`src/design/uart_pkg.sv`:
```
package uart_pkg;
   localparam int unsigned FIFO_DEPTH = 16;
   // Register indices; the byte address is four times the index
   localparam logic [3:0] IDX_DATA = 4'h0;
   localparam logic [3:0] IDX_IER = 4'h1;
   localparam logic [3:0] IDX_ISR_FCR = 4'h2;
   localparam logic [3:0] IDX_LCR = 4'h3;
   localparam logic [3:0] IDX_MCR = 4'h4;
   localparam logic [3:0] IDX_LSR = 4'h5;
   localparam logic [3:0] IDX_MSR = 4'h6;
   localparam logic [3:0] IDX_SPR = 4'h7;
   localparam logic [3:0] IDX_EVT = 4'h8;
   localparam logic [3:0] IDX_MASK = 4'h9;
   localparam logic [3:0] IDX_NONE = 4'hF;
   // Field positions
   localparam int LCR_DLAB = 7;
   localparam int LCR_BRK = 6;
   localparam int FCR_EN = 0;
   localparam int FCR_RXRST = 1;
   localparam int FCR_TXRST = 2;
   localparam int FCR_DMA = 3;
   localparam int MCR_DTR = 0;
   localparam int MCR_RTS = 1;
   localparam int MCR_INTEN = 3;
   localparam int MCR_LOOP = 4;
   localparam int MCR_PD = 7;
   localparam int IER_PD = 5;
   localparam logic [7:0] IER_KEEP = 8'h2F;
   localparam logic [7:0] FCR_KEEP = 8'hC9;
   localparam logic [7:0] MCR_KEEP = 8'h9F;
   // Reset values
   localparam logic [7:0] REG_RST = 8'h00;
   localparam logic [7:0] SPR_RST = 8'hFF;
   // Sixteen ticks per bit, sampled mid-bit; frame is start, 8 data, stop
   localparam logic [3:0] TICK_MID = 4'h7;
   localparam logic [3:0] TICK_LAST = 4'hF;
   localparam logic [3:0] BITS_STOP = 4'h9;
   // Sticky event bits
   localparam int EV_RX = 0;
   localparam int EV_TX = 1;
   localparam int EV_LINE = 2;
   localparam int EV_MODEM = 3;
   localparam int EV_W = 4;
   // Interrupt identification codes
   localparam logic [2:0] ID_LINE = 3'h3;
   localparam logic [2:0] ID_RX = 3'h2;
   localparam logic [2:0] ID_TX = 3'h1;
   localparam logic [2:0] ID_MODEM = 3'h0;

   function automatic logic [4:0] rx_trig(input logic [1:0] sel);
      case (sel)
         2'h0: rx_trig = 5'h01;
         2'h1: rx_trig = 5'h04;
         2'h2: rx_trig = 5'h08;
         default: rx_trig = 5'h0E;
      endcase
   endfunction
endpackage

```
`src/design/baud_if.sv`:
```
`timescale 1ns/10ps
`default_nettype none
interface baud_if;
   logic [15:0] divisor;
   logic run;
   logic tick;
   modport ctl(output divisor, output run, input tick);
   modport gen(input divisor, input run, output tick);
endinterface
`default_nettype wire

```
`src/design/uart_top.sv`:
```
// Notes on behaviour
// [RL1] Divisor is high and low byte together
// [RL2] Baud equals reference over sixteen times divisor
// [RL3] Line status shows all empty and room
// [RL4] FIFO control bit picks DMA signalling
// [RL5] Non-DMA: interrupt per character transferred
// [RL6] DMA: interrupt on transmit room, receive trigger
// [RL7] Power down needs both enable bits set
// [RL8] Clearing either bit leaves power down
// [RL9] Loop-back joins transmitter to receiver internally
// [RL10] Loop-back ignores external modem inputs
// [RL11] Loop-back feeds modem inputs from control bits
// [RL12] Looped bytes return through receive holding
// [RL13] Loop-back holds int_out low; irq_out events still work
// [RL14] Loop-back modem state seen in control bits
// [RL15] Sixteen ticks per bit, divisor 1..65535
// [RL16] Divisor reachable only with access bit set
// [RL17] FIFOs deep only while enable bit set
// [RL18] Loop-back follows its control bit
// [RL19] Power down keeps registers and divisor
`timescale 1ns/10ps
`default_nettype none
module uart_top
   import uart_pkg::*;
#(
   parameter int unsigned DEPTH = FIFO_DEPTH
) (
   // Clock, reset, enable
   input wire logic sys_clk_in,
   input wire logic nrst_in,
   input wire logic ce_in,
   // AHB-Lite slave
   input wire logic hsel_in,
   input wire logic [31:0] haddr_in,
   input wire logic [1:0] htrans_in,
   input wire logic hwrite_in,
   input wire logic [2:0] hsize_in,
   input wire logic [31:0] hwdata_in,
   input wire logic hready_in,
   output logic hreadyout_out,
   output logic hresp_out,
   output logic [31:0] hrdata_out,
   // Serial line and modem pins
   input wire logic rx_in,
   input wire logic cts_n_in,
   input wire logic dsr_n_in,
   input wire logic cd_n_in,
   input wire logic ri_n_in,
   output logic tx_out,
   output logic dtr_n_out,
   output logic rts_n_out,
   // Interrupts and power
   output logic int_out,
   output logic irq_out,
   output logic pwrdn_out
);
   localparam int PW = $clog2(DEPTH);

   // Pointers wrap by width, so depth must be a power of two
   if (DEPTH < 2 || DEPTH > 16 || (DEPTH & (DEPTH - 1)) != 0) begin : g_chk
      $error("DEPTH must be a power of two from 2 to 16");
   end

   typedef struct packed {
      logic ap_v;
      logic ap_w;
      logic [3:0] ap_idx;
      logic rd_done;
      logic [31:0] rdata;
      logic [7:0] dll;
      logic [7:0] divisor_high_byte;
      logic [7:0] interrupt_enable_reg;
      logic [7:0] fifo_control_reg;
      logic [7:0] line_control_reg;
      logic [7:0] modem_control_reg;
      logic [7:0] spr;
      logic [DEPTH-1:0][7:0] txq;
      logic [DEPTH-1:0][7:0] rxq;
      logic [PW:0] tx_cnt;
      logic [PW:0] rx_cnt;
      logic [PW-1:0] tx_rd;
      logic [PW-1:0] rx_rd;
      logic [9:0] tx_sh;
      logic [3:0] tx_bits;
      logic [3:0] tx_sub;
      logic tx_busy;
      logic [7:0] rx_sh;
      logic [3:0] rx_bits;
      logic [3:0] rx_sub;
      logic rx_busy;
      logic oe;
      logic fe;
      logic [3:0] msr_prev;
      logic [3:0] delta;
      logic [EV_W-1:0] evt;
      logic [EV_W-1:0] mask;
   } st_t;

   st_t s_ff, nxt_s;
   baud_if bif();
   logic lb, dlab, fifo_on, dma, tx_line, rx_line;
   logic [3:0] modem;
   logic [PW:0] cap;
   logic rx_cond, tx_cond, int_pend;
   logic [2:0] int_id;
   logic [7:0] lsr_val, wb, rv;
   logic tx_push, tx_pop, rx_push, rx_pop, tx_clr, rx_clr;
   logic [EV_W-1:0] ev;
   logic [3:0] chg;

   baud_gen u_baud (
      .sys_clk_in(sys_clk_in),
      .nrst_in(nrst_in),
      .ce_in(ce_in),
      .bif(bif)
   );

   // Generator output is 16x the bit rate: ref / (16 * divisor)
   assign bif.divisor = {s_ff.divisor_high_byte, s_ff.dll}; // RL1 RL2 RL15
   assign pwrdn_out = s_ff.modem_control_reg[MCR_PD] & s_ff.interrupt_enable_reg[IER_PD]; // RL7 RL8
   assign bif.run = !pwrdn_out; // RL19

   assign lb = s_ff.modem_control_reg[MCR_LOOP]; // RL18
   assign dlab = s_ff.line_control_reg[LCR_DLAB];
   assign fifo_on = s_ff.fifo_control_reg[FCR_EN];
   assign dma = fifo_on & s_ff.fifo_control_reg[FCR_DMA]; // RL4
   assign cap = fifo_on ? (PW+1)'(DEPTH) : (PW+1)'(1); // RL17
   // Break holds the line low regardless of the shifter
   assign tx_line = !s_ff.line_control_reg[LCR_BRK] & (!s_ff.tx_busy | s_ff.tx_sh[0]);
   assign tx_out = lb | tx_line; // RL9
   assign rx_line = lb ? tx_line : rx_in; // RL9 RL12
   // Order CD, RI, DSR, CTS as in the status byte
   assign modem = lb ? s_ff.modem_control_reg[3:0] // RL11
                     : ~{cd_n_in, ri_n_in, dsr_n_in, cts_n_in}; // RL10
   assign dtr_n_out = lb | !s_ff.modem_control_reg[MCR_DTR];
   assign rts_n_out = lb | !s_ff.modem_control_reg[MCR_RTS];

   assign rx_cond = dma ? (5'(s_ff.rx_cnt) > rx_trig(s_ff.fifo_control_reg[7:6]))
                        : (s_ff.rx_cnt != '0); // RL5 RL6
   assign tx_cond = dma ? (s_ff.tx_cnt < (PW+1)'(DEPTH))
                        : (s_ff.tx_cnt == '0); // RL5 RL6
   assign int_pend = (s_ff.interrupt_enable_reg[0] & rx_cond) | (s_ff.interrupt_enable_reg[1] & tx_cond)
                   | (s_ff.interrupt_enable_reg[2] & (s_ff.oe | s_ff.fe))
                   | (s_ff.interrupt_enable_reg[3] & (|s_ff.delta)); // RL13
   assign int_out = int_pend & s_ff.modem_control_reg[MCR_INTEN] & !lb;
   assign irq_out = |(s_ff.evt & s_ff.mask);

   always_comb begin
      if (s_ff.interrupt_enable_reg[2] & (s_ff.oe | s_ff.fe)) begin
         int_id = ID_LINE;
      end else if (s_ff.interrupt_enable_reg[0] & rx_cond) begin
         int_id = ID_RX;
      end else if (s_ff.interrupt_enable_reg[1] & tx_cond) begin
         int_id = ID_TX;
      end else begin
         int_id = ID_MODEM;
      end
   end

   assign lsr_val = {1'b0, (s_ff.tx_cnt == '0) & !s_ff.tx_busy,
                     s_ff.tx_cnt < cap, 1'b0, s_ff.fe, 1'b0, s_ff.oe,
                     s_ff.rx_cnt != '0}; // RL3
   assign wb = hwdata_in[7:0];
   assign chg = modem ^ s_ff.msr_prev;

   assign hreadyout_out = !(s_ff.ap_v & !s_ff.ap_w & !s_ff.rd_done);
   assign hresp_out = 1'b0;
   assign hrdata_out = s_ff.rdata;

   always_comb begin
      nxt_s = s_ff;
      rv = 8'h00;
      ev = '0;
      tx_push = 1'b0;
      tx_pop = 1'b0;
      rx_push = 1'b0;
      rx_pop = 1'b0;
      tx_clr = 1'b0;
      rx_clr = 1'b0;
      // Bus data phase; reads wait one cycle so data comes from a flop
      if (s_ff.ap_v) begin
         if (s_ff.ap_w) begin
            nxt_s.ap_v = 1'b0;
            case (s_ff.ap_idx)
               IDX_DATA: begin
                  if (dlab) begin
                     nxt_s.dll = wb; // RL16
                  end else begin
                     tx_push = 1'b1; // RL12
                  end
               end
               IDX_IER: begin
                  if (dlab) begin
                     nxt_s.divisor_high_byte = wb; // RL16
                  end else begin
                     nxt_s.interrupt_enable_reg = wb & IER_KEEP;
                  end
               end
               IDX_ISR_FCR: begin
                  nxt_s.fifo_control_reg = wb & FCR_KEEP;
                  // Changing depth empties both queues so no count exceeds it
                  rx_clr = wb[FCR_RXRST] | (wb[FCR_EN] != fifo_on); // RL17
                  tx_clr = wb[FCR_TXRST] | (wb[FCR_EN] != fifo_on);
               end
               IDX_LCR: nxt_s.line_control_reg = wb;
               IDX_MCR: nxt_s.modem_control_reg = wb & MCR_KEEP;
               IDX_SPR: nxt_s.spr = wb;
               IDX_MASK: nxt_s.mask = wb[EV_W-1:0];
               default: ;
            endcase
         end else if (!s_ff.rd_done) begin
            nxt_s.rd_done = 1'b1;
            case (s_ff.ap_idx)
               IDX_DATA: begin
                  if (dlab) begin
                     rv = s_ff.dll;
                  end else begin
                     rv = s_ff.rxq[s_ff.rx_rd];
                     rx_pop = s_ff.rx_cnt != '0;
                  end
               end
               IDX_IER: rv = dlab ? s_ff.divisor_high_byte : s_ff.interrupt_enable_reg;
               IDX_ISR_FCR: rv = {{2{fifo_on}}, 2'b00, int_id, !int_pend};
               IDX_LCR: rv = s_ff.line_control_reg;
               IDX_MCR: rv = s_ff.modem_control_reg; // RL14
               IDX_LSR: begin
                  rv = lsr_val;
                  nxt_s.oe = 1'b0;
                  nxt_s.fe = 1'b0;
               end
               IDX_MSR: begin
                  rv = {lb ? 4'h0 : modem, s_ff.delta}; // RL14
                  nxt_s.delta = 4'h0;
               end
               IDX_SPR: rv = s_ff.spr;
               IDX_EVT: begin
                  rv = 8'(s_ff.evt);
                  nxt_s.evt = '0;
               end
               IDX_MASK: rv = 8'(s_ff.mask);
               default: rv = 8'h00;
            endcase
            nxt_s.rdata = {24'h000000, rv};
         end else begin
            nxt_s.ap_v = 1'b0;
            nxt_s.rd_done = 1'b0;
         end
      end
      if (hsel_in & htrans_in[1] & hready_in) begin
         nxt_s.ap_v = 1'b1;
         nxt_s.ap_w = hwrite_in;
         nxt_s.rd_done = 1'b0;
         nxt_s.ap_idx = (haddr_in[31:6] == '0) ? haddr_in[5:2] : IDX_NONE;
      end

      // Transmitter: start, eight data bits LSB first, stop
      if (!s_ff.tx_busy) begin
         if (s_ff.tx_cnt != '0) begin
            nxt_s.tx_sh = {1'b1, s_ff.txq[s_ff.tx_rd], 1'b0};
            nxt_s.tx_busy = 1'b1;
            nxt_s.tx_bits = 4'h0;
            nxt_s.tx_sub = 4'h0;
            tx_pop = 1'b1;
         end
      end else if (bif.tick) begin
         nxt_s.tx_sub = 4'(s_ff.tx_sub + 4'h1); // RL15
         if (s_ff.tx_sub == TICK_LAST) begin
            nxt_s.tx_sh = {1'b1, s_ff.tx_sh[9:1]};
            nxt_s.tx_bits = 4'(s_ff.tx_bits + 4'h1);
            if (s_ff.tx_bits == BITS_STOP) begin
               nxt_s.tx_busy = 1'b0;
               ev[EV_TX] = 1'b1; // RL5
            end
         end
      end

      // Receiver: a start bit still low at mid-bit opens a frame
      if (bif.tick) begin
         if (!s_ff.rx_busy) begin
            if (!rx_line) begin
               nxt_s.rx_busy = 1'b1;
               nxt_s.rx_sub = 4'h0;
               nxt_s.rx_bits = 4'h0;
            end
         end else begin
            nxt_s.rx_sub = 4'(s_ff.rx_sub + 4'h1); // RL15
            if (s_ff.rx_sub == TICK_MID) begin
               nxt_s.rx_bits = 4'(s_ff.rx_bits + 4'h1);
               if (s_ff.rx_bits == 4'h0) begin
                  nxt_s.rx_busy = !rx_line;
               end else if (s_ff.rx_bits < BITS_STOP) begin
                  nxt_s.rx_sh = {rx_line, s_ff.rx_sh[7:1]};
               end else begin
                  nxt_s.rx_busy = 1'b0;
                  rx_push = 1'b1; // RL12
                  if (!rx_line) begin
                     nxt_s.fe = 1'b1;
                     ev[EV_LINE] = 1'b1;
                  end
               end
            end
         end
      end

      // Queues; a full receive queue drops the byte and flags overrun
      if (tx_push && s_ff.tx_cnt < cap) begin
         nxt_s.txq[PW'(s_ff.tx_rd + s_ff.tx_cnt[PW-1:0])] = wb;
         nxt_s.tx_cnt = (PW+1)'(nxt_s.tx_cnt + (PW+1)'(1));
      end
      if (tx_pop) begin
         nxt_s.tx_cnt = (PW+1)'(nxt_s.tx_cnt - (PW+1)'(1));
         nxt_s.tx_rd = PW'(s_ff.tx_rd + PW'(1));
      end
      if (rx_push) begin
         if (s_ff.rx_cnt < cap) begin
            nxt_s.rxq[PW'(s_ff.rx_rd + s_ff.rx_cnt[PW-1:0])] = s_ff.rx_sh;
            nxt_s.rx_cnt = (PW+1)'(nxt_s.rx_cnt + (PW+1)'(1));
            ev[EV_RX] = 1'b1; // RL5
         end else begin
            nxt_s.oe = 1'b1;
            ev[EV_LINE] = 1'b1;
         end
      end
      if (rx_pop) begin
         nxt_s.rx_cnt = (PW+1)'(nxt_s.rx_cnt - (PW+1)'(1));
         nxt_s.rx_rd = PW'(s_ff.rx_rd + PW'(1));
      end
      if (tx_clr) begin
         nxt_s.tx_cnt = '0;
         nxt_s.tx_rd = '0;
      end
      if (rx_clr) begin
         nxt_s.rx_cnt = '0;
         nxt_s.rx_rd = '0;
      end

      // Modem changes; a change in a clearing read still sticks
      nxt_s.msr_prev = modem;
      nxt_s.delta = nxt_s.delta | chg; // RL13
      ev[EV_MODEM] = |chg;
      nxt_s.evt = nxt_s.evt | ev;
   end

   always_ff @(posedge sys_clk_in) begin
      if (!nrst_in) begin
         s_ff <= '0;
         s_ff.spr <= SPR_RST;
         s_ff.modem_control_reg <= REG_RST;
      end else if (ce_in) begin
         s_ff <= nxt_s;
      end
   end
endmodule
`default_nettype wire

```
`src/design/baud_gen.sv`:
```
`timescale 1ns/10ps
`default_nettype none
module baud_gen (
   // Clock, reset, enable
   input wire logic sys_clk_in,
   input wire logic nrst_in,
   input wire logic ce_in,
   // Divisor and tick
   baud_if.gen bif
);
   typedef struct packed {
      logic [15:0] cnt;
      logic tick;
   } bg_st_t;
   bg_st_t s_ff, nxt_s;

   always_comb begin
      nxt_s = s_ff;
      nxt_s.tick = 1'b0;
      // Count is held, not cleared, while stopped so the rate resumes
      if (bif.run && bif.divisor != 16'h0000) begin
         if (s_ff.cnt >= 16'(bif.divisor - 16'h0001)) begin
            nxt_s.cnt = 16'h0000;
            nxt_s.tick = 1'b1;
         end else begin
            nxt_s.cnt = 16'(s_ff.cnt + 16'h0001);
         end
      end
   end

   always_ff @(posedge sys_clk_in) begin
      if (!nrst_in) begin
         s_ff <= '0;
      end else if (ce_in) begin
         s_ff <= nxt_s;
      end
   end

   assign bif.tick = s_ff.tick;
endmodule
`default_nettype wire

```
`config.mk`:
```
export PLATFORM = sky130hd
export DESIGN_NAME = uart_top
export DESIGN_NICKNAME = d
export VERILOG_FILES = /design/src/design/uart_pkg.sv /design/src/design/baud_if.sv /design/src/design/uart_top.sv /design/src/design/baud_gen.sv
export SDC_FILE = /design/constraint.sdc
export NUM_CORES = 1
export LEC_CHECK = 0
export BUFFER_PORTS_ARGS = -buffer_cell sky130_fd_sc_hd__buf_2
export CAP_MARGIN = 30
export CORE_MARGIN = 4
export CORE_UTILIZATION = 60
export CTS_BUF_LIST = sky130_fd_sc_hd__clkbuf_4 sky130_fd_sc_hd__clkbuf_8 sky130_fd_sc_hd__clkbuf_16
export CTS_CLUSTER_SIZE = 14
export DETAILED_ROUTE_END_ITERATION = 8
export GPL_ROUTABILITY_DRIVEN = 1
export PLACE_DENSITY = 0.79
export SYNTH_ARGS = -nofsm -noshare
export SYNTH_HDL_FRONTEND = slang
export SYNTH_HIERARCHICAL = 1
export SYNTH_SLANG_ARGS = --single-unit
```
`constraint.sdc`:
```
create_clock -name sys_clk_in -period 6.2 [get_ports sys_clk_in]
set_clock_uncertainty 0.1 [all_clocks]
set_input_delay 0.93 -clock sys_clk_in [delete_from_list [all_inputs] [get_ports sys_clk_in]]
set_output_delay 0.93 -clock sys_clk_in [all_outputs]
set_load 0.02 [all_outputs]
```
==> impl_results.md <==
- Synthesized flop and latch total: 407
- GR Overflow Total: 0
- Total Routing Usage GR: 27.5%
- WL met3: 3.73 mm
- Non-filler cells, final: 2560
- Post-CTS sizing: 0
- First-pass GRT wire length: 81.3 mm
- Syn_area_per_cell: 9.43 um^2
- Core area: 32700 um^2
- Largest net degree at the start of global routing: 135
- Cell Pwr Density: 283 nW/um^2
- Tcrit/Tclk final: 69.6%
- Die Area: 36200 um^2
- Reg clk slew, reported paths: 60 ps
- Initial DRC Count: 1487
- Sink Count: 407
- Unrepaired setup endpoints after global routing: false
- Commonest non-fill, non-tap cell in the layout: dfxtp_1
- Cts bufs inserted: 43
- WL final: 51.0 mm
- Worst hold path depth: 2
- Post-Route M1 WL: 21.5 mm
- Routed wl met2: 23.8 mm
- Drt pass-1 iters: 5
- Static Leakage: 8.31 nW
- Fill cell count: 2558
- Post-Syn Instances: 2115
- Worst IR Drop VDD: 266 uV
- Final hold violations: 0
- Min-Delay Endpoint: s_ff[255]
- Initial antenna violation count: 2
- Hold WC Path Type: reg2reg
- Critical path's slowest cell: nor4b_1
- Chip Height: 190 um
- CP required: 5170 ps
- IO Count: 120
- Clock latency on the worst-skew pair: 550 ps
- Clock root buffer master: clkbuf_16
- MaxCap Viol Count: 0
- Tmin final: 4310 ps
- Worst-margin pin slew: 1020 ps
- Reg2reg setup slack: 2020 ps
- Reg2reg start: bif.divisor[0]
- H-tree levels: 2
- Vias in the first global route: 15400
- Status: completed
- Vias: 16000
- Number of setup violations in the final report: 0
- Post-synth EDFFs: 0
- Avg WL per Cell: 19.9 um
- CTS Hold Bufs: 0
- Final setup TNS: 0 ps
- Hold_sp: s_ff[255]
- # DRC: 0
- Max Used Layer: met4
- Input/output buffers: 64
- Vias per cell: 6.24
- Critical Path Start Type: flop
- Placed cell count: 2484
- Synth Flop Type: dfxtp_1
- CP arrival: 3280 ps
- CP max FO: 9
- Ys Warns: 6
- Slew HR: 31.7%
- Max clock buf depth: 3
- Synth cell types: 88
- Most frequent cells in the layout: dfxtp_1 (404), nand2_1 (227), nor2_1 (225), mux2i_1 (218), o21ai_0 (142)
- Critical R2R Capture: u_baud/s_ff[14]
- Mapped cell area: 20000 um^2
- Area Growth Syn to Fin: 9.08%
- Width of the die: 190 um
- CP max stage delay: 770 ps
- Reg2Reg Depth: 13
- Share of post-route cells with drive strength above 1: 13.9%
- FFs w/ async S/R, synth: 0%
- Rows: 66
- Post-route ant nets: 0
- CTS tree: built
- Slew Viols, Final: 0
- Nets@finish: 2213
- HPWL reported at the end of detailed placement: 34.6 mm
- GP Congestion: 0.974
- Initial core utilization: 61.0%
- F_max: 0.232 GHz
- Worst-path cell chain: inv_1 > ha_1 > nor4b_1 > o22ai_1 > a211oi_1 > nor3_1 > buf_2
- Sequential fraction of the synthesis area: 40.8%
- Setup Crit Path Kind: reg2out
- CP endpoint kind: output port
- Post-CTS Setup Bufs: 0
## how the worst max path moves through the flow
stage / depth (start not counted) / slack, ps / end / start
finish: 7 / 1890 / int_out / s_ff[62]
global route: 13 / 1700 / u_baud/s_ff[14] / bif.divisor[0]
CTS: 7 / 1980 / int_out / s_ff[62]
detailed placement: 13 / 2040 / u_baud/s_ff[14] / bif.divisor[0]
global placement: 13 / 2170 / u_baud/s_ff[10] / bif.divisor[0]
floorplan: 14 / 2680 / s_ff[66] / fifo_on
## cells in the mapped netlist, types with 9 or more instances
master | n | share of area (%)
nor4_1 | 9 | 0.28
buf_4 | 34 | 1.3
clkbuf_1 | 122 | 2.3
nor2b_1 | 9 | 0.28
a211oi_1 | 15 | 0.56
inv_1 | 28 | 0.53
or3_1 | 9 | 0.28
nand2_1 | 227 | 4.3
buf_1 | 15 | 0.28
mux2i_1 | 218 | 11
nand2b_1 | 11 | 0.34
mux4_2 | 76 | 8.6
xnor2_1 | 36 | 1.6
a22o_1 | 11 | 0.48
nor2_1 | 225 | 4.2
a211oi_2 | 10 | 0.63
a21oi_1 | 95 | 2.4
xor2_1 | 21 | 0.92
nand3_1 | 116 | 2.9
a221oi_1 | 18 | 0.79
dfxtp_1 | 407 | 41
o21ai_0 | 142 | 3.6
ha_1 | 44 | 2.8
nand4_1 | 19 | 0.60
nor3_1 | 30 | 0.75
## area by class of cell
| type | count | area, um^2 | area share, % |
|---|---|---|---|
| Clock buffer | 61 | 1300 | 5.96 |
| Clock inverter | 14 | 204 | 0.937 |
| Timing Repair Buffer | 83 | 485 | 2.23 |
| Antenna cell | 1 | 2.50 | 0.0115 |
| Tap cell | 442 | 553 | 2.54 |
| Inverter | 33 | 129 | 0.592 |
| Multi-Input combinational cell | 1519 | 10900 | 50.3 |
| Sequential cell | 407 | 8150 | 37.5 |
## cell families (layout without fill, tap and decap cells)
kind of cell	count (synthesis)	after routing	synth area share, %
and+or+nand+nor	718	718	17.0
DFF	407	407	40.8
AOI/OAI and AO/OA	375	375	12.1
muxes	298	298	19.7
buffers and inverters	213	191	4.83
xor gates and xnor gates	57	57	2.50
adders and majority gates	46	46	2.96
other	1	26	0.0188
## metal layers
metal / GRT usage, % / up-vias
met4: 11.0 / 0
li1: - / 7495
met2: 44.6 / 628
met5: 0 / -
met3: 4.43 / 139
met1: 37.2 / 7719
## power breakdown
| group | internal (mW) | switching (mW) | total [mW] |
|---|---|---|---|
| Combinational | 0.240 | 0.470 | 0.710 |
| Clock | 1.66 | 1.04 | 2.70 |
| Sequential | 2.67 | 0.0712 | 2.74 |
## worst max-delay path, delay by kind of cell, from the launching register on
family / cells / cell delay, ps
AND/OR/NAND/NOR: 2 / 900
AO/OA/AOI/OAI: 2 / 840
flip-flops: 1 / 440
buffers and inverters: 2 / 410
adder cells (fa/ha/maj): 1 / 170
## metrics by stage
stage	power, mW	hold slack (ps)	cell area [um^2]	utilization, %	worst slack (ps)
floorplan	3.30	327	20000	-	2680
global route	6.36	377	21800	66.6	1700
global placement	3.45	339	20200	61.9	2170
CTS	6.17	355	21800	66.6	1980
detailed placement	3.49	345	20300	62.0	2040
finish	6.15	352	21800	66.6	1890
## sequential cells by signal (all words and copies together), names as in the netlist
name             flops
s_ff               361
bif.divisor         16
u_baud/s_ff         16
hrdata_out           8
lsr_val              2
dlab                 1
fifo_on              1
lb                   1
u_baud/bif.tick      1
Power figures use the tool's default switching activity.
